$ cat config.mk
export PLATFORM = sky130hd
export DESIGN_NAME = ntad_core
export DESIGN_NICKNAME = d
export VERILOG_FILES = /design/src/common/ntad_pkg.sv /design/src/common/ntad_alu_if.sv /design/src/rtl/ntad_alu.sv /design/src/rtl/ntad_core.sv
export SDC_FILE = /design/constraint.sdc
export NUM_CORES = 1
export LEC_CHECK = 0
export ABC_AREA = 0
export BUFFER_PORTS_ARGS = -buffer_cell sky130_fd_sc_hd__clkbuf_2
export CAP_MARGIN = 20
export CORE_UTILIZATION = 50
export CTS_CLUSTER_DIAMETER = 200
export DETAILED_ROUTE_END_ITERATION = 7
export PLACE_DENSITY = 0.65
export SLEW_MARGIN = 20
export SYNTH_ARGS = -nofsm -noshare
export SYNTH_HDL_FRONTEND = slang
export SYNTH_HIERARCHICAL = 1
export SYNTH_SLANG_ARGS = --single-unit
$ cat constraint.sdc
create_clock -name CLK -period 14.5 [get_ports CLK]
set_clock_uncertainty 0.05 [all_clocks]
set_input_delay 0.725 -clock CLK [delete_from_list [all_inputs] [get_ports CLK]]
set_output_delay 0.725 -clock CLK [all_outputs]
set_load 0.05 [all_outputs]
$ cat src/common/ntad_pkg.sv
package ntad_pkg;
	// Register codes shared by the index prefixes and the default operands.
	localparam logic [3:0] CODE_WORK = 4'h0;
	localparam logic [3:0] CODE_STATUS = 4'h1;
	localparam logic [3:0] CODE_LOW_PTR = 4'h2;
	localparam logic [3:0] CODE_RAM = 4'h3;
	localparam logic [3:0] CODE_IN0 = 4'h4;
	localparam logic [3:0] CODE_NULL = 4'h5;
	localparam logic [3:0] CODE_IO0 = 4'h6;
	localparam logic [3:0] CODE_IO1 = 4'h7;
	localparam logic [3:0] CODE_OUT1 = 4'h8;
	localparam logic [3:0] CODE_OUT0 = 4'h9;
	localparam logic [3:0] CODE_HIGH_PTR = 4'hA;
	localparam logic [3:0] CODE_UNUSED = 4'hB;
	localparam logic [3:0] CODE_SHARED = 4'hC;
	localparam logic [3:0] CODE_OUT2 = 4'hD;
	localparam logic [3:0] CODE_IN1 = 4'hE;
	localparam logic [3:0] CODE_INPUT2 = 4'hF;
	// Full opcodes of the fixed instructions.
	localparam logic [7:0] OPC_LOAD_MEM = 8'h26;
	localparam logic [7:0] OPC_LOAD_WORK = 8'h2B;
	localparam logic [7:0] OPC_STORE = 8'h24;
	localparam logic [7:0] OPC_LOAD_TEST = 8'h2A;
	localparam logic [7:0] OPC_INVERT = 8'h1F;
	localparam logic [7:0] OPC_NEGATE = 8'h39;
	localparam logic [7:0] OPC_ADD = 8'h2D;
	localparam logic [7:0] OPC_ADD_CARRY = 8'h35;
	// Upper nibbles of the immediate instructions.
	localparam logic [3:0] OPH_LOAD_IMM = 4'h6;
	localparam logic [3:0] OPH_LOAD_IMM_LOW = 4'h7;
	// Reset values.
	localparam logic [3:0] NIBBLE_RESET = 4'h0;
	localparam logic FLAG_RESET = 1'b0;
	// Operations carried out by the arithmetic unit.
	typedef enum {
		ALU_NONE, ALU_PASS, ALU_TEST, ALU_IMM, ALU_INV, ALU_NEG, ALU_ADD,
		ALU_ADC
	} ntad_op_e;
	typedef logic [3:0] ntad_nib_t;
endpackage : ntad_pkg

$ cat src/common/ntad_alu_if.sv
`timescale 1ns/1ps
interface ntad_alu_if;
	import ntad_pkg::*;
	ntad_op_e op;
	ntad_nib_t s1;
	ntad_nib_t s2;
	logic c_in;
	ntad_nib_t res;
	logic f_we;
	logic f_val;
	logic c_we;
	logic c_val;
	modport core (output op, s1, s2, c_in,
		input res, f_we, f_val, c_we, c_val);
	modport alu (input op, s1, s2, c_in,
		output res, f_we, f_val, c_we, c_val);
endinterface : ntad_alu_if

$ cat src/rtl/ntad_alu.sv
`timescale 1ns/1ps
module ntad_alu (
	ntad_alu_if.alu bus
);
	import ntad_pkg::*;

	logic [4:0] sum;

	// The sum carries one spare bit so the carry out is seen directly.
	always_comb begin
		sum = 5'h00;
		bus.res = bus.s1;
		bus.f_we = 1'b0;
		bus.f_val = 1'b0;
		bus.c_we = 1'b0;
		bus.c_val = 1'b0;
		case (bus.op)
			ALU_PASS: begin
				bus.res = bus.s1;
			end
			ALU_TEST: begin
				bus.f_we = 1'b1;
				bus.f_val = (bus.s1 == 4'h0);
			end
			ALU_IMM: begin
				bus.res = bus.s2;
			end
			ALU_INV: begin
				bus.res = ~bus.s1;
			end
			ALU_NEG: begin
				sum = {1'b0, ~bus.s1} + 5'h01;
				bus.res = sum[3:0];
				bus.f_we = 1'b1;
				bus.f_val = sum[4];
			end
			ALU_ADD: begin
				sum = {1'b0, bus.s1} + {1'b0, bus.s2};
				bus.res = sum[3:0];
				bus.f_we = 1'b1;
				bus.f_val = sum[4];
			end
			ALU_ADC: begin
				sum = {1'b0, bus.s1} + {1'b0, bus.s2} + {4'h0, bus.c_in};
				bus.res = sum[3:0];
				bus.f_we = 1'b1;
				bus.f_val = sum[4];
				bus.c_we = 1'b1;
				bus.c_val = sum[4];
			end
			default: begin
				bus.res = bus.s1;
			end
		endcase
	end
endmodule : ntad_alu

$ cat src/rtl/ntad_core.sv
`timescale 1ns/1ps
// What this block does
// - Code C: I/O two or output three
// - Load work register from addressed RAM
// - Work register onto itself, no flags
// - Store work register into addressed RAM
// - Load and test sets branch on zero
// - Immediate nibble into work register
// - Immediate nibble into low pointer
// - Branch flag by test, negate, add and ADC; carry only ADC
// - Invert work register, flags untouched
// - Negate; branch flag set when zero
// - Add RAM; branch flag is carry
// - Add RAM and carry; both flags
// - Every instruction completes in one cycle
// - All data paths are four bits
// - Two operands: register plus RAM
// - Codes zero to seven select fixed registers
// - Memory prefix addresses page zero words
module ntad_core #(
	parameter int RAM_DEPTH = 128,
	parameter bit LARGE_VARIANT = 1'b1
) (
	input wire logic CLK,
	input wire logic RESET,
	input wire logic INSTR_VALID,
	input wire logic [7:0] OPCODE,
	input wire logic SRC_IDX_VALID,
	input wire ntad_pkg::ntad_nib_t SRC_CODE,
	input wire logic DST_IDX_VALID,
	input wire ntad_pkg::ntad_nib_t DST_CODE,
	input wire logic MEM_IDX_VALID,
	input wire ntad_pkg::ntad_nib_t MEM_IDX_ADDR,
	input wire ntad_pkg::ntad_nib_t IN_PORT0,
	input wire ntad_pkg::ntad_nib_t IN_PORT1,
	input wire ntad_pkg::ntad_nib_t IN_PORT2,
	input wire ntad_pkg::ntad_nib_t IO_PORT0_IN,
	input wire ntad_pkg::ntad_nib_t IO_PORT1_IN,
	input wire ntad_pkg::ntad_nib_t IO_PORT2_IN,
	output logic [3:0] IO_PORT0_OUT,
	output logic [3:0] IO_PORT1_OUT,
	output logic [3:0] IO_PORT2_OUT,
	output logic [3:0] OUT_PORT0,
	output logic [3:0] OUT_PORT1,
	output logic [3:0] OUT_PORT2,
	output logic [3:0] OUT_PORT3,
	output logic [3:0] WORK_REG,
	output logic [3:0] STATUS_REG,
	output logic [3:0] LOW_PTR,
	output logic [3:0] HIGH_PTR,
	output logic FLAG_F,
	output logic FLAG_C
);
	import ntad_pkg::*;

	localparam int RAM_AW = $clog2(RAM_DEPTH);

	// The pointer pair addresses at most 256 nibbles.
	if (RAM_DEPTH < 16 || RAM_DEPTH > 256 || (1 << RAM_AW) != RAM_DEPTH)
	begin : g_bad_depth
		$error("RAM_DEPTH must be a power of two from 16 to 256");
	end

	ntad_alu_if alu_bus ();

	ntad_nib_t work_reg, status_reg, low_reg, high_reg;
	ntad_nib_t io0_reg, io1_reg, bidir2_reg;
	ntad_nib_t out0_reg, out1_reg, out2_reg, out3_reg;
	logic flag_f_reg, flag_c_reg;
	ntad_nib_t mem [RAM_DEPTH];
	logic [7:0] full_addr;
	logic [RAM_AW-1:0] ram_addr;
	ntad_nib_t ram_rd, src_val, imm;
	ntad_nib_t src_code, dst_code, def_src, def_dst;
	ntad_op_e op;
	logic wr_en;

	////////////////////////////////////////////////////////////////////
	// Decode: unindexed instructions use their fixed source and target.
	always_comb begin
		op = ALU_NONE;
		def_src = CODE_WORK;
		def_dst = CODE_WORK;
		case (OPCODE)
			OPC_LOAD_MEM: begin
				op = ALU_PASS;
				def_src = CODE_RAM;
			end
			OPC_LOAD_WORK: op = ALU_PASS;
			OPC_STORE: begin
				op = ALU_PASS;
				def_dst = CODE_RAM;
			end
			OPC_LOAD_TEST: op = ALU_TEST;
			OPC_INVERT: op = ALU_INV;
			OPC_NEGATE: op = ALU_NEG;
			OPC_ADD: op = ALU_ADD;
			OPC_ADD_CARRY: op = ALU_ADC;
			default: begin
				if (OPCODE[7:4] == OPH_LOAD_IMM) begin
					op = ALU_IMM;
				end else if (OPCODE[7:4] == OPH_LOAD_IMM_LOW) begin
					op = ALU_IMM;
					def_dst = CODE_LOW_PTR;
				end
			end
		endcase
	end

	// A prefix replaces the fixed operand; the caller keeps prefixes to
	// those each instruction lists, since others give undefined results.
	assign src_code = SRC_IDX_VALID ? SRC_CODE : def_src;
	assign dst_code = DST_IDX_VALID ? DST_CODE : def_dst;
	assign wr_en = INSTR_VALID && (op != ALU_NONE);
	assign imm = OPCODE[3:0];

	// The memory prefix uses page zero and leaves the pointers alone.
	assign full_addr = MEM_IDX_VALID ? {4'h0, MEM_IDX_ADDR}
		: {high_reg, low_reg};
	assign ram_addr = full_addr[RAM_AW-1:0];
	assign ram_rd = mem[ram_addr];

	////////////////////////////////////////////////////////////////////
	// Source selector; inputs and I/O pins are read live.
	always_comb begin
		case (src_code)
			CODE_WORK: src_val = work_reg;
			CODE_STATUS: src_val = status_reg;
			CODE_LOW_PTR: src_val = low_reg;
			CODE_RAM: src_val = ram_rd;
			CODE_IN0: src_val = IN_PORT0;
			CODE_IO0: src_val = IO_PORT0_IN;
			CODE_IO1: src_val = IO_PORT1_IN;
			CODE_OUT1: src_val = out1_reg;
			CODE_OUT0: src_val = out0_reg;
			CODE_HIGH_PTR: src_val = high_reg;
			CODE_SHARED: src_val = LARGE_VARIANT ? out3_reg
				: IO_PORT2_IN;
			CODE_OUT2: src_val = out2_reg;
			CODE_IN1: src_val = IN_PORT1;
			CODE_INPUT2: src_val = IN_PORT2;
			default: src_val = 4'h0; // Null and unused codes read zero.
		endcase
	end

	assign alu_bus.op = op;
	assign alu_bus.s1 = src_val;
	assign alu_bus.s2 = (op == ALU_IMM) ? imm : ram_rd;
	assign alu_bus.c_in = flag_c_reg;

	ntad_alu u_alu (
		.bus(alu_bus)
	);

	////////////////////////////////////////////////////////////////////
	// Destination selector: core registers.
	always_ff @(posedge CLK) begin
		if (RESET) begin
			work_reg <= NIBBLE_RESET;
			status_reg <= NIBBLE_RESET;
			low_reg <= NIBBLE_RESET;
			high_reg <= NIBBLE_RESET;
		end else if (wr_en) begin
			if (dst_code == CODE_WORK) work_reg <= alu_bus.res;
			if (dst_code == CODE_STATUS) status_reg <= alu_bus.res;
			if (dst_code == CODE_LOW_PTR) low_reg <= alu_bus.res;
			if (dst_code == CODE_HIGH_PTR) high_reg <= alu_bus.res;
		end
	end

	// Destination selector: port latches. Code C lands on one latch only,
	// so the evaluator's I/O two can stand in for output three.
	always_ff @(posedge CLK) begin
		if (RESET) begin
			io0_reg <= NIBBLE_RESET;
			io1_reg <= NIBBLE_RESET;
			bidir2_reg <= NIBBLE_RESET;
			out0_reg <= NIBBLE_RESET;
			out1_reg <= NIBBLE_RESET;
			out2_reg <= NIBBLE_RESET;
			out3_reg <= NIBBLE_RESET;
		end else if (wr_en) begin
			if (dst_code == CODE_IO0) io0_reg <= alu_bus.res;
			if (dst_code == CODE_IO1) io1_reg <= alu_bus.res;
			if (dst_code == CODE_OUT0) out0_reg <= alu_bus.res;
			if (dst_code == CODE_OUT1) out1_reg <= alu_bus.res;
			if (dst_code == CODE_OUT2) out2_reg <= alu_bus.res;
			if (dst_code == CODE_SHARED) begin
				if (LARGE_VARIANT) out3_reg <= alu_bus.res;
				else bidir2_reg <= alu_bus.res;
			end
		end
	end

	// RAM writes go to the same address the source side read from.
	always_ff @(posedge CLK) begin
		if (wr_en && dst_code == CODE_RAM) begin
			mem[ram_addr] <= alu_bus.res;
		end
	end

	// Condition bits change only when the unit asks for it.
	always_ff @(posedge CLK) begin
		if (RESET) begin
			flag_f_reg <= FLAG_RESET;
			flag_c_reg <= FLAG_RESET;
		end else if (INSTR_VALID) begin
			if (alu_bus.f_we) flag_f_reg <= alu_bus.f_val;
			if (alu_bus.c_we) flag_c_reg <= alu_bus.c_val;
		end
	end

	assign IO_PORT0_OUT = io0_reg;
	assign IO_PORT1_OUT = io1_reg;
	assign IO_PORT2_OUT = bidir2_reg;
	assign OUT_PORT0 = out0_reg;
	assign OUT_PORT1 = out1_reg;
	assign OUT_PORT2 = out2_reg;
	assign OUT_PORT3 = out3_reg;
	assign WORK_REG = work_reg;
	assign STATUS_REG = status_reg;
	assign LOW_PTR = low_reg;
	assign HIGH_PTR = high_reg;
	assign FLAG_F = flag_f_reg;
	assign FLAG_C = flag_c_reg;

	////////////////////////////////////////////////////////////////////
	// Checks on unindexed instructions and on the memory prefix, one cycle after issue.
	logic plain;
	assign plain = INSTR_VALID && !SRC_IDX_VALID && !DST_IDX_VALID
		&& !MEM_IDX_VALID;
endmodule : ntad_core

==> qor.txt, run 1 <==
===============================================================================================
Result of the run ................................................................    completed
Internal Dissipation .............................................................      2.70 mW
Arrival @ worst endpoint .........................................................      7860 ps
Clock input transition at the sequential cells of the worst setup and hold paths .        80 ps
H-tree depth .....................................................................            2
Worst min-delay path startpoint ..................................................       FLAG_F
Total negative slack .............................................................         0 ps
Number of filler instances in the final layout ...................................         3652
Clock Path Buffers ...............................................................            3
Yosys warns ......................................................................            6
Latest clock arrival within the worst-skew pair ..................................       620 ps
Max-slew violation total from the final report ...................................            0
GR Overflow Total ................................................................            0
Switching power share of the total ...............................................        0.221
Worst-case hold path end point ...................................................       FLAG_F
Maxcap violations ................................................................            0
Die boundary height ..............................................................       218 µm
Total net switching power ........................................................     0.768 mW
Pleak ............................................................................      8.76 nW
Die Wd ...........................................................................       218 µm
Largest net degree at the start of global routing ................................           97
Worst hold path depth ............................................................            2
Cell chosen for the clock root ................................................... sky130_fd_sc_hd__clkbuf_16
Worst r2r dst ....................................................................  mem[126][2]
Post-Place Worst Slack ...........................................................      6500 ps
Most heavily used metal layer in global routing ..................................         met2
Post-synthesis async set-or-reset flop share .....................................            0
Register bit count reported by yosys .............................................          554
Total Wirelength .................................................................     70300 µm
Cell area power density ..........................................................   131 nW/µm²
End-of-flow core utilization .....................................................        0.579
Worst-case headroom to the max-slew limit ........................................        0.205
F_max ............................................................................      131 MHz
CTS tree .........................................................................         done
Count of clock tree sinks ........................................................          554
Highest ir drop seen on vdd ......................................................     0.110 mV
Wire length of the first global-routing pass .....................................    103000 µm
GRT met3 Usage ...................................................................       0.0464
Per-instance average area after synthesis ........................................     13.3 µm²
Measured slew at the worst slew-check pin ........................................      1190 ps
IO buf count .....................................................................           87
Number of global-route vias before repair ........................................        15.7k
Starting density of the core .....................................................        0.510
Number of primary I/O pins .......................................................           96
Total via count in the routed design .............................................        16.4k
RePlAce Congestion ...............................................................        0.895
DP HPWL ..........................................................................     43200 µm
Die footprint ....................................................................    47500 µm²
# setup viols final ..............................................................            0
Cell row count ...................................................................           78
Reg-to-reg slack, setup ..........................................................      6930 ps
Total number of nets in the final design .........................................         1912
Layout area overhead .............................................................        13.4%
Period utilization ...............................................................        0.525
DRT Pass-1 Iters .................................................................            6
Routed length per placed instance ................................................      28.1 µm
Sequential area share after synthesis ............................................        0.696
Setup CP Type .................................................................... input port to flop
Portion of total power attributed to the clock network ...........................        0.441
Number of buffers inserted during clock tree synthesis ...........................           56
Antenna violations before repair .................................................            0
Global routing usage summed across all routing layers ............................        0.297
Synth Cell Area ..................................................................    23300 µm²
Critical Path Sink Type ..........................................................         flop
Final worst-path setup slack .....................................................      6890 ps
Remaining design rule violation count ............................................            0
Total core area ..................................................................    45700 µm²
Time the final worst path needs with I/O delays and setup ........................      7610 ps
FF/Latch Area ....................................................................    16200 µm²
Portion of total power attributed to sequential cells ............................        0.504
CP startpoint kind ...............................................................   input port
Ratio of cells with drive above 1 in the final layout ............................        0.146
Avg Vias per Cell ................................................................         6.54
Footprint of the multi-input gates ...............................................     6690 µm²
Post-route insts no fill .........................................................         2501
Post-synth cell types ............................................................           89
Number of cell instances on the worst register-to-register path ..................           17
Mapped Cells .....................................................................         1748
Met1 Resource Use GR .............................................................        0.410
Number of flops mapped to enable cells by yosys ..................................          512
Number of antenna-violating nets in the routed design ............................            0
Number of design-rule violations left by the first detailed-router iteration .....         2228
Critical Path Fanout Max .........................................................           82
Number of placed instances, taps included ........................................         2396
Resize count post-CTS ............................................................            0
Power share of the combinational group ...........................................        0.055
Global Route met2 Usage ..........................................................        0.471
Overall Power ....................................................................      3.47 mW
Count of endpoints failing hold in the final timing report .......................            0
RSZ-0062 raised after global routing .............................................        false
Hold/Removal Path Class .......................................................... flop to flop
Number of setup buffers added after CTS ..........................................            0
Required time of the critical path ...............................................     14750 ps
Most used flip-flop cell after synthesis ......................................... sky130_fd_sc_hd__edfxtp_1
CTS Hold Buffers Added ...........................................................            0
Worst reg2reg startpoint .........................................................   LOW_PTR[0]
===============================================================================================
[worst max-delay path by stage]
stage	slack (ps)	endpoint	depth (start not counted)	from
floorplan	4380	mem[0][0]	19	MEM_IDX_VALID
global placement	6560	IO_PORT0_OUT[1]	20	MEM_IDX_ADDR[2]
detailed placement	6500	IO_PORT1_OUT[3]	21	MEM_IDX_VALID
CTS	7090	IO_PORT0_OUT[1]	20	MEM_IDX_ADDR[2]
global route	6610	HIGH_PTR[1]	21	MEM_IDX_VALID
finish	6890	mem[126][2]	19	MEM_IDX_ADDR[2]
[cell usage after synthesis (9+ instances only)]
master                     number  area share
sky130_fd_sc_hd__edfxtp_1     512        0.66
sky130_fd_sc_hd__nor2_1       210       0.034
sky130_fd_sc_hd__nand2_1      125       0.020
sky130_fd_sc_hd__o22ai_1      106       0.028
sky130_fd_sc_hd__o21ai_0       93       0.020
sky130_fd_sc_hd__a21oi_1       63       0.014
sky130_fd_sc_hd__clkbuf_1      60      0.0097
sky130_fd_sc_hd__dfxtp_1       42       0.036
sky130_fd_sc_hd__nand3_1       39      0.0084
sky130_fd_sc_hd__nor3_1        36      0.0077
sky130_fd_sc_hd__buf_2         35      0.0075
sky130_fd_sc_hd__mux2i_1       33       0.014
sky130_fd_sc_hd__a22oi_1       25      0.0081
sky130_fd_sc_hd__mux2_2        23       0.011
sky130_fd_sc_hd__o221ai_1      20      0.0075
sky130_fd_sc_hd__a31oi_1       16      0.0043
sky130_fd_sc_hd__nand4_1       14      0.0038
sky130_fd_sc_hd__inv_1         13      0.0021
sky130_fd_sc_hd__a222oi_1      12      0.0052
sky130_fd_sc_hd__nor4_1        12      0.0032
sky130_fd_sc_hd__a21o_1        10      0.0032
sky130_fd_sc_hd__a32oi_1       10      0.0038
sky130_fd_sc_hd__buf_4          9      0.0029
sky130_fd_sc_hd__o31ai_1        9      0.0029
[kinds of logic after synthesis]
| group | count (synthesis) | synth area share |
|---|---|---|
| AOI/OAI and AO/OA | 462 | 0.134 |
| xor gates and xnor gates | 6 | 0.00290 |
| adders and majority gates | 8 | 0.00462 |
| buffers and inverters | 131 | 0.0260 |
| DFF | 554 | 0.696 |
| muxes | 60 | 0.0284 |
| other | 1 | 0.000161 |
| and+or+nand+nor | 526 | 0.108 |
[sequential cells by signal, summed over array words and instances (netlist names)]
register and cells:
FLAG_C 1, FLAG_F 1, HIGH_PTR 4, IO_PORT0_OUT 4, IO_PORT1_OUT 4, LOW_PTR 4, OUT_PORT0 4, OUT_PORT1 4
OUT_PORT2 4, OUT_PORT3 4, STATUS_REG 4, WORK_REG 4, mem 512
[power groups by stage]
| stage | logic (mW) | clock network [mW] | registers (mW) |
|---|---|---|---|
| global placement | 0.184 | 0 | 1.78 |
| floorplan | 0.115 | 0 | 1.79 |
| global route | 0.202 | 1.60 | 1.75 |
| finish | 0.191 | 1.53 | 1.75 |
| CTS | 0.188 | 1.54 | 1.75 |
| detailed placement | 0.187 | 0 | 1.78 |
[cell type report]
cell class,instances,area share
Antenna cell,1,0.0000947
Clock buffer,69,0.0572
Clock inverter,35,0.0162
Inverter,14,0.00199
Multi-Input combinational cell,1098,0.253
Sequential cell,554,0.613
Tap cell,600,0.0284
Timing Repair Buffer,130,0.0294
[routing by layer]
| layer | wire (µm) | vias up |
|---|---|---|
| met4 | 2820 | 0 |
| met1 | 27400 | 8079 |
| li1 | - | 7044 |
| met3 | 7330 | 186 |
| met2 | 32700 | 1045 |
| met5 | 0 | - |
[critical path, cell delays in order]
cell	delay, ps
sky130_fd_sc_hd__clkbuf_2	500
sky130_fd_sc_hd__nor2_1	260
sky130_fd_sc_hd__a21oi_4	600
sky130_fd_sc_hd__buf_4	670
sky130_fd_sc_hd__nor2_1	100
sky130_fd_sc_hd__nor3_1	350
sky130_fd_sc_hd__nor3_1	160
sky130_fd_sc_hd__nor4_1	760
sky130_fd_sc_hd__o32a_1	410
sky130_fd_sc_hd__a221o_1	320
sky130_fd_sc_hd__ha_1	240
sky130_fd_sc_hd__fa_1	460
sky130_fd_sc_hd__ha_1	250
sky130_fd_sc_hd__nand2_1	100
sky130_fd_sc_hd__nor3b_1	190
sky130_fd_sc_hd__a2111oi_0	190
sky130_fd_sc_hd__a21oi_4	180
sky130_fd_sc_hd__buf_4	530
sky130_fd_sc_hd__buf_4	760
[per-stage QoR]
step,area [µm²],hold WS [ps]
after floorplan,23400,621
after global placement,24500,395
after detailed placement,24500,407
after CTS,26400,412
after global routing,26400,434
final,26400,412
[layout by cell type (no fill, tap or decap), drive strengths merged, types with 25 or more instances in the layout]
| master | instances |
|---|---|
| o22ai | 106 |
| buf | 43 |
| o21ai | 96 |
| mux2 | 25 |
| nor3 | 38 |
| a21oi | 63 |
| nor2 | 215 |
| a22oi | 25 |
| clkbuf | 156 |
| mux2i | 33 |
| dfxtp | 42 |
| conb | 36 |
| edfxtp | 512 |
| nand3 | 39 |
| nand2 | 125 |
No activity file was read; power rests on OpenSTA's default activity.
==> run 2, diff against run 1 <==
--- a/config.mk
+++ b/config.mk
@@ -5,13 +5,13 @@
 export SDC_FILE = /design/constraint.sdc
 export NUM_CORES = 1
 export LEC_CHECK = 0
-export ABC_AREA = 0
+export ABC_AREA = 1
 export BUFFER_PORTS_ARGS = -buffer_cell sky130_fd_sc_hd__clkbuf_2
 export CAP_MARGIN = 20
 export CORE_UTILIZATION = 50
 export CTS_CLUSTER_DIAMETER = 200
 export DETAILED_ROUTE_END_ITERATION = 7
-export PLACE_DENSITY = 0.65
+export PLACE_DENSITY = 0.67
 export SLEW_MARGIN = 20
 export SYNTH_ARGS = -nofsm -noshare
 export SYNTH_HDL_FRONTEND = slang
==> constraint.sdc (replaced) <==
create_clock -name CLK -period 6.8 [get_ports CLK]
set_clock_uncertainty 0.05 [all_clocks]
set_input_delay 0.34 -clock CLK [delete_from_list [all_inputs] [get_ports CLK]]
set_output_delay 0.34 -clock CLK [all_outputs]
set_load 0.05 [all_outputs]
==> run 2 against run 1 <==
  * Clock power grew 100%
  * Count of clock-buffer cells in the layout shrank 8
  * Critical endpoint is now mem[107][2]
  * Critical path depth grew 5
  * Worst setup slack lost 5600 ps
  * Critical path type is now flop to flop
  * Highest routed layer unchanged
  * Combinational power grew to 2.7 times the previous value
  * Sequential cell count is the same
  * Register-to-register slack lost 5600 ps
  * Die area grew 8.5%
==> qor.txt, run 2 <==
===============================================================================================
GRT met3 Usage ...................................................................       0.0494   was 0.0464
Synthesized-area fraction occupied by adder cells ................................      0.00425   was 0.00462
Number of buffers inserted during clock tree synthesis ...........................           57   was 56
RePlAce Congestion ...............................................................        0.899   was 0.895
Routed length per placed instance ................................................      18.7 µm   was 28.1 µm
Post-Place Worst Slack ...........................................................      1060 ps   was 6500 ps
Number of antenna-violating nets in the routed design ............................            0   unchanged
Cell with the most instances after synthesis ..................................... sky130_fd_sc_hd__nand2_1   was sky130_fd_sc_hd__edfxtp_1
Number of filler instances in the final layout ...................................         4398   was 3652
Setup CP Type .................................................................... flop to flop   was input port to flop
Wire length of the first global-routing pass .....................................    101000 µm   was 103000 µm
Yosys warns ......................................................................            6   unchanged
Result of the run ................................................................    completed   unchanged
F_max ............................................................................      182 MHz
Count of endpoints failing hold in the final timing report .......................            0   unchanged
Library cell with the largest summed area after synthesis ........................ sky130_fd_sc_hd__edfxtp_1   unchanged
Count of clock tree sinks ........................................................          554   unchanged
Number of primary I/O pins .......................................................           96   unchanged
Internal Dissipation .............................................................      5.59 mW   was 2.70 mW
Compound-cell area share of the yosys netlist ....................................       0.0235   was 0.134
Sequential area share after synthesis ............................................        0.641   was 0.696
Worst r2r dst ....................................................................  mem[107][2]   was mem[126][2]
GR Overflow Total ................................................................            0   unchanged
Die Wd ...........................................................................       227 µm   was 218 µm
Post-route insts no fill .........................................................         3538   was 2501
Clock input transition at the sequential cells of the worst setup and hold paths .        60 ps   was 80 ps
Arrival @ worst endpoint .........................................................      5700 ps   was 7860 ps
Register bit count reported by yosys .............................................          554   unchanged
Most used flip-flop cell after synthesis ......................................... sky130_fd_sc_hd__edfxtp_1   unchanged
List of most frequent post-synthesis cells ....................................... sky130_fd_sc_hd__nand2_1, sky130_fd_sc_hd__edfxtp_1, sky130_fd_sc_hd__nor2_1   was sky130_fd_sc_hd__edfxtp_1, sky130_fd_sc_hd__nor2_1, sky130_fd_sc_hd__nand2_1
H-tree depth .....................................................................            2   unchanged
DP HPWL ..........................................................................     40100 µm   was 43200 µm
Synth area leaders ............................................................... sky130_fd_sc_hd__edfxtp_1, sky130_fd_sc_hd__nand2_1, sky130_fd_sc_hd__nand3_1, sky130_fd_sc_hd__nor2_1, sky130_fd_sc_hd__dfxtp_1   was sky130_fd_sc_hd__edfxtp_1, sky130_fd_sc_hd__dfxtp_1, sky130_fd_sc_hd__nor2_1, sky130_fd_sc_hd__o22ai_1, sky130_fd_sc_hd__nand2_1
Most common cell after layout, fill and taps aside ............................... sky130_fd_sc_hd__nand2_1   was sky130_fd_sc_hd__edfxtp_1
Number of design-rule violations left by the first detailed-router iteration .....         1870   was 2228
Switching power share of the total ...............................................        0.235   was 0.221
Per-instance average area after synthesis ........................................     9.34 µm²   was 13.3 µm²
Power share of the combinational group ...........................................        0.072   was 0.055
Die boundary height ..............................................................       227 µm   was 218 µm
Mapped Cells .....................................................................         2710   was 1748
Cell area power density ..........................................................   255 nW/µm²   was 131 nW/µm²
IO buf count .....................................................................           87   unchanged
Cell row count ...................................................................           82   was 78
End-of-flow core utilization .....................................................        0.572   was 0.579
Top cell type's share of synthesized area ........................................        0.608   was 0.660
Highest ir drop seen on vdd ......................................................     0.190 mV   was 0.110 mV
Starting density of the core .....................................................        0.505   was 0.510
Die footprint ....................................................................    51500 µm²   was 47500 µm²
Number of global-route vias before repair ........................................        17.9k   was 15.7k
Number of placed instances, taps included ........................................         3434   was 2396
Synth Cell Area ..................................................................    25300 µm²   was 23300 µm²
Reg-to-reg slack, setup ..........................................................      1310 ps   was 6930 ps
Met1 Resource Use GR .............................................................        0.351   was 0.410
CP startpoint kind ...............................................................         flop   was input port
Total Wirelength .................................................................     66100 µm   was 70300 µm
Worst hold path depth ............................................................            5   was 2
Critical Path Fanout Max .........................................................          128   was 82
Ratio of cells with drive above 1 in the final layout ............................       0.0935   was 0.146
Critical Path Sink Type ..........................................................         flop   unchanged
Global routing usage summed across all routing layers ............................        0.260   was 0.297
Portion of total power attributed to the clock network ...........................        0.418   was 0.441
Cell chosen for the clock root ................................................... sky130_fd_sc_hd__clkbuf_16   unchanged
CTS tree .........................................................................         done   unchanged
Total net switching power ........................................................      1.72 mW   was 0.768 mW
Pleak ............................................................................      11.5 nW   was 8.76 nW
DRT Pass-1 Iters .................................................................            6   unchanged
Largest net degree at the start of global routing ................................          139   was 97
Time the final worst path needs with I/O delays and setup ........................      5490 ps
Worst reg2reg startpoint .........................................................   LOW_PTR[2]   was LOW_PTR[0]
Latest clock arrival within the worst-skew pair ..................................       630 ps   was 620 ps
Remaining design rule violation count ............................................            0   unchanged
Clock Path Buffers ...............................................................            3   unchanged
Portion of total power attributed to sequential cells ............................        0.510   was 0.504
RSZ-0062 raised after global routing .............................................        false   unchanged
# setup viols final ..............................................................            0   unchanged
Worst-case headroom to the max-slew limit ........................................        0.360   was 0.205
Number of diodes added for antenna fixing ........................................            0   was 1
Most heavily used metal layer in global routing ..................................         met2   unchanged
Max-slew violation total from the final report ...................................            0   unchanged
Post-synthesis async set-or-reset flop share .....................................            0   unchanged
Layout area overhead .............................................................        13.2%   was 13.4%
Avg Vias per Cell ................................................................         5.37   was 6.54
Required time of the critical path ...............................................      7010 ps   was 14750 ps
Measured slew at the worst slew-check pin ........................................       960 ps   was 1190 ps
Commonest cells after routing, fill and taps aside ............................... sky130_fd_sc_hd__nand2_1, sky130_fd_sc_hd__edfxtp_1, sky130_fd_sc_hd__nor2_1, sky130_fd_sc_hd__nand3_1, sky130_fd_sc_hd__inv_1   was sky130_fd_sc_hd__edfxtp_1, sky130_fd_sc_hd__nor2_1, sky130_fd_sc_hd__nand2_1, sky130_fd_sc_hd__o22ai_1, sky130_fd_sc_hd__o21ai_0
Footprint of the multi-input gates ...............................................     8130 µm²   was 6690 µm²
Number of flops mapped to enable cells by yosys ..................................          512   unchanged
Number of flip-flops in the largest register .....................................          512   unchanged
Post-synth cell types ............................................................           44   was 89
Total number of nets in the final design .........................................         2880   was 1912
Worst-case hold path end point ................................................... OUT_PORT2[3]   was FLAG_F
Register with the highest flop count .............................................          mem   unchanged
Total core area ..................................................................    50100 µm²   was 45700 µm²
Period utilization ...............................................................        0.807
Resize count post-CTS ............................................................            0   unchanged
Proportion of synthesized area in mux cells ......................................            0   was 0.0284
FF/Latch Area ....................................................................    16200 µm²   unchanged
Share of synthesized cell area in and, or, nand and nor gates ....................        0.281   was 0.108
Maxcap violations ................................................................            0   unchanged
Hold/Removal Path Class .......................................................... input port to flop   was flop to flop
Global Route met2 Usage ..........................................................        0.425   was 0.471
Largest family of logic cells by synthesized area ................................ simple AND/OR/NAND/NOR gates   was compound AO/OA/AOI/OAI gates
Worst min-delay path startpoint ..................................................  DST_CODE[3]   was FLAG_F
Post-synthesis share of cell area spent on xor and xnor gates ....................     0.000989   was 0.00290
Worst hold slack after final layout ..............................................       116 ps   was 412 ps
Number of cell instances on the worst register-to-register path ..................           24   was 17
Total negative slack .............................................................         0 ps   unchanged
Antenna violations before repair .................................................            0   unchanged
Final worst-path setup slack .....................................................      1310 ps   was 6890 ps
Total via count in the routed design .............................................        19.0k   was 16.4k
===============================================================================================
run 2: changes by cell type in the layout (fill, tap and decap cells not counted), sizes merged, moves of 33 or more:
| cell | previous run | this run |
|---|---|---|
| nand2 | 125 | 1162 |
| o22ai | 106 | 0 |
| o21ai | 96 | 56 |
| mux2i | 33 | 0 |
| nor2 | 215 | 278 |
| nand3 | 39 | 260 |
| inv | 15 | 173 |
run 2: logic make-up (layout without fill, tap and decap cells):
group                    after synthesis  in the layout
AND/OR/NAND/NOR                     1742           1742
flip-flops                           554            554
buffers and inverters                290            406
AO/OA/AOI/OAI                        113            113
adder cells (fa/ha/maj)                8              8
XOR/XNOR                               2              2
other                                  1             41
run 2: how the worst max path moves through the flow:
stage                                  to           from  cells after the start
after floorplan           IO_PORT0_OUT[2]     LOW_PTR[0]                     26
after global placement         mem[68][1]  MEM_IDX_VALID                     22
after detailed placement       mem[45][1]  MEM_IDX_VALID                     22
after CTS                      mem[13][1]     LOW_PTR[2]                     22
after global routing          mem[118][1]     LOW_PTR[2]                     21
final                         mem[107][2]     LOW_PTR[2]                     24
run 2: per-layer routing:
metal,part of all wire,vias to the layer above
li1,-,9090
met1,0.42,8980
met2,0.46,793
met3,0.089,130
met4,0.029,0
met5,0,-
run 2: per-stage QoR:
stage / area (µm²) / power [mW]
after floorplan: 25400 / 4.13
after global placement: 26800 / 4.31
after detailed placement: 26800 / 4.32
after CTS: 28600 / 7.33
after global routing: 28600 / 7.52
final: 28600 / 7.31
run 2: timing repair:
action                                 in CTS  in global routing
hold buffers                                1                  0
buffers inserted                            0                  0
endpoints found under the hold margin       2                  0
run 2: area by class of cell:
| type | instances | area share |
|---|---|---|
| Clock buffer | 61 | 0.0503 |
| Clock inverter | 42 | 0.0128 |
| Inverter | 170 | 0.0223 |
| Multi-Input combinational cell | 1906 | 0.284 |
| Sequential cell | 554 | 0.566 |
| Tap cell | 672 | 0.0294 |
| Timing Repair Buffer | 133 | 0.0352 |
run 2: worst max-delay path: stages, from the launching register on:
cell and delay, ps:
sky130_fd_sc_hd__dfxtp_1 330, sky130_fd_sc_hd__inv_1 160, sky130_fd_sc_hd__o21ai_4 90, sky130_fd_sc_hd__buf_4 310, sky130_fd_sc_hd__nor2_4 490, sky130_fd_sc_hd__buf_4 350, sky130_fd_sc_hd__nand3_1 120, sky130_fd_sc_hd__nand2_1 90
sky130_fd_sc_hd__o21ai_0 120, sky130_fd_sc_hd__and2_1 210, sky130_fd_sc_hd__nand3_1 70, sky130_fd_sc_hd__nand3_1 220, sky130_fd_sc_hd__nand3_1 190, sky130_fd_sc_hd__nand2_1 110, sky130_fd_sc_hd__ha_1 240, sky130_fd_sc_hd__fa_1 450
sky130_fd_sc_hd__xor2_2 250, sky130_fd_sc_hd__nand2_1 120, sky130_fd_sc_hd__nand2_1 90, sky130_fd_sc_hd__inv_1 40, sky130_fd_sc_hd__nand2_1 50, sky130_fd_sc_hd__nand2_1 70, sky130_fd_sc_hd__nor3_1 290, sky130_fd_sc_hd__nand2_4 210
sky130_fd_sc_hd__buf_12 290
run 2: power by group through the flow:
stage          combinational [mW]  sequential (mW)  clock [mW]
6_report                    0.523             3.73        3.06
4_1_cts                     0.519             3.73        3.08
3_3_place_gp                0.508             3.80           0
3_5_place_dp                0.517             3.80           0
5_1_grt                     0.578             3.73        3.21
2_1_floorplan               0.318             3.81           0
==> run 3, diff against run 2 <==
==> constraint.sdc (replaced) <==
create_clock -name CLK -period 4.5 [get_ports CLK]
set_clock_uncertainty 0.05 [all_clocks]
set_input_delay 0.225 -clock CLK [delete_from_list [all_inputs] [get_ports CLK]]
set_output_delay 0.225 -clock CLK [all_outputs]
set_load 0.05 [all_outputs]
==> run 3 against run 2 <==
  * Wire length rose by 4.9%
  * Largest cell class unchanged
  * Clock power rose by 49%
  * Hold slack got worse by 35 ps
  * Final cell count increased by 1.7%
==> qor.txt, run 3 (synthesized netlist as in run 2, its figures left out) <==
===============================================================================================
Total via count in the routed design .............................................        19.5k   was 19.0k
Slowest library cell on the worst path ........................................... sky130_fd_sc_hd__fa_1   was sky130_fd_sc_hd__nor2_4
RePlAce Congestion ...............................................................        0.897   was 0.899
Hold/Removal Path Class .......................................................... input port to flop   unchanged
Number of flip-flops in the largest register .....................................          512   unchanged
RSZ-0062 raised after global routing .............................................         true   was false
Register with the highest flop count .............................................          mem   unchanged
Commonest cells after routing, fill and taps aside ............................... sky130_fd_sc_hd__nand2_1, sky130_fd_sc_hd__edfxtp_1, sky130_fd_sc_hd__nand3_1, sky130_fd_sc_hd__nor2_1, sky130_fd_sc_hd__inv_1   was sky130_fd_sc_hd__nand2_1, sky130_fd_sc_hd__edfxtp_1, sky130_fd_sc_hd__nor2_1, sky130_fd_sc_hd__nand3_1, sky130_fd_sc_hd__inv_1
H-tree depth .....................................................................            2   unchanged
Count of endpoints failing hold in the final timing report .......................            0   unchanged
Number of design-rule violations left by the first detailed-router iteration .....         2186   was 1870
Avg Vias per Cell ................................................................         5.42   was 5.37
Number of diodes added for antenna fixing ........................................            0   unchanged
Cell area power density ..........................................................   376 nW/µm²   was 255 nW/µm²
Crit path top cell by count ...................................................... sky130_fd_sc_hd__nand2_1   unchanged
Remaining design rule violation count ............................................            0   unchanged
Total core area ..................................................................    50100 µm²   unchanged
CP startpoint kind ...............................................................         flop   unchanged
Clock input transition at the sequential cells of the worst setup and hold paths .        60 ps   about the same
Pleak ............................................................................      11.9 nW   was 11.5 nW
Number of filler instances in the final layout ...................................         4214   was 4398
Period utilization ...............................................................        0.965   was 0.807
Largest stage delay on the critical path .........................................       440 ps   was 490 ps
DP HPWL ..........................................................................     42900 µm   was 40100 µm
Number of cell instances on the worst register-to-register path ..................           28   was 24
Cell row count ...................................................................           82   unchanged
Arrival @ worst endpoint .........................................................      4730 ps   was 5700 ps
Setup CP Type .................................................................... flop to flop   unchanged
Largest net degree at the start of global routing ................................           85   was 139
CTS tree .........................................................................         done   unchanged
Measured slew at the worst slew-check pin ........................................       950 ps   was 960 ps
Final worst-path setup slack .....................................................       159 ps   was 1310 ps
Critical Path Sink Type ..........................................................         flop   unchanged
Die Wd ...........................................................................       227 µm   unchanged
Total Wirelength .................................................................     69300 µm   was 66100 µm
Number of buffers inserted during clock tree synthesis ...........................           57   unchanged
Time the final worst path needs with I/O delays and setup ........................      4340 ps   was 5490 ps
Overall Power ....................................................................      11.1 mW   was 7.31 mW
IO buf count .....................................................................           87   unchanged
Ratio of cells with drive above 1 in the final layout ............................        0.113   was 0.0935
Result of the run ................................................................    completed   unchanged
F_max ............................................................................      230 MHz   was 182 MHz
Max-slew violation total from the final report ...................................            0   unchanged
Maxcap violations ................................................................            0   unchanged
Total number of nets in the final design .........................................         2935   was 2880
Wire length of the first global-routing pass .....................................    102000 µm   was 101000 µm
Die footprint ....................................................................    51500 µm²   unchanged
GR Overflow Total ................................................................            0   unchanged
Critical Path Fanout Max .........................................................           28   was 128
# setup viols final ..............................................................            0   unchanged
Footprint of the multi-input gates ...............................................     8150 µm²   was 8130 µm²
Latest clock arrival within the worst-skew pair ..................................       610 ps   was 630 ps
Antenna violations before repair .................................................            0   unchanged
Number of primary I/O pins .......................................................           96   unchanged
Worst hold path depth ............................................................            6   was 5
Layout area overhead .............................................................        16.7%   was 13.2%
DRT Pass-1 Iters .................................................................            6   unchanged
Number of global-route vias before repair ........................................        18.1k   was 17.9k
Die boundary height ..............................................................       227 µm   unchanged
Most common cell after layout, fill and taps aside ............................... sky130_fd_sc_hd__nand2_1   unchanged
Clock Path Buffers ...............................................................            3   unchanged
Global routing usage summed across all routing layers ............................        0.261   was 0.260
Routed length per placed instance ................................................      19.3 µm   was 18.7 µm
Required time of the critical path ...............................................      4890 ps   was 7010 ps
Starting density of the core .....................................................        0.505   unchanged
Worst-case headroom to the max-slew limit ........................................        0.367   was 0.360
Post-Place Worst Slack ...........................................................      27.0 ps   was 1060 ps
Cell chosen for the clock root ................................................... sky130_fd_sc_hd__clkbuf_16   unchanged
FF/Latch Area ....................................................................    16200 µm²   about the same
Highest ir drop seen on vdd ......................................................     0.310 mV   was 0.190 mV
Count of clock tree sinks ........................................................          554   unchanged
Number of antenna-violating nets in the routed design ............................            0   unchanged
===============================================================================================
[run 3: changes by cell type in the layout (fill, tap and decap cells not counted), sizes merged]
cell	delta
clkinvlp	-3
inv	-3
clkbuf	+21
dlygate4sd3	+1
buf	+46
bufinv	-2
[run 3: final timing paths]
path,startpoint,endpoint,slack [ps]
max,LOW_PTR[2],IO_PORT1_OUT[2],160
min,DST_CODE[2],OUT_PORT0[0],80
max reg2reg,LOW_PTR[2],IO_PORT1_OUT[2],160
min reg2reg,IO_PORT0_OUT[1],IO_PORT0_OUT[1],410
[run 3: layout make-up]
| cell class | count | share of cell area |
|---|---|---|
| repair buffers | 188 | 0.0629 |
| clock buffers | 74 | 0.0533 |
| inverters | 170 | 0.0216 |
| flip-flops and latches | 554 | 0.550 |
| clock inverters | 34 | 0.00797 |
| multi-input cells | 1906 | 0.276 |
| well taps | 672 | 0.0285 |
[run 3: repair_timing]
action / 4_1_cts / 5_1_grt
hold buffers: 2 / 0
endpoints found under the hold margin: 3 / 0
setup endpoints to repair: 0 / 402
buffers inserted: 0 / 4
resized for setup: 0 / 25
[run 3: report_power, final]
part	internal, mW	switching (mW)	total [mW]
Sequential	5.64	0.000504	5.64
Combinational	0.281	0.609	0.891
Clock	2.63	1.94	4.57
[run 3: per-stage QoR]
stage / instances / setup TNS [ps] / utilization / hold slack (ps) / instance area (µm²)
6_report: 3598 / 0 / 0.590 / 80.6 / 29500
5_1_grt: 3598 / -35.1 / 0.590 / 130 / 29500
4_1_cts: 3586 / 0 / 0.582 / 57.9 / 29200
3_5_place_dp: 3476 / 0 / 0.546 / 405 / 27300
3_3_place_gp: 3476 / 0 / 0.546 / 400 / 27300
2_1_floorplan: 2750 / 0 / - / 339 / 25500
[run 3: metal layers]
| metal | global-route usage | wire length, µm | vias up |
|---|---|---|---|
| li1 | - | - | 9221 |
| met1 | 0.352 | 28100 | 9255 |
| met2 | 0.428 | 32900 | 886 |
| met3 | 0.0430 | 6120 | 133 |
| met4 | 0.0946 | 2230 | 0 |
| met5 | 0 | 0 | - |
[run 3: worst max-delay path, delay by kind of cell (launching register included)]
family | cells | cell delay, ps
AO/OA/AOI/OAI | 3 | 640
adder cells (fa/ha/maj) | 3 | 860
buffers and inverters | 7 | 840
flip-flops | 1 | 380
AND/OR/NAND/NOR | 15 | 1390
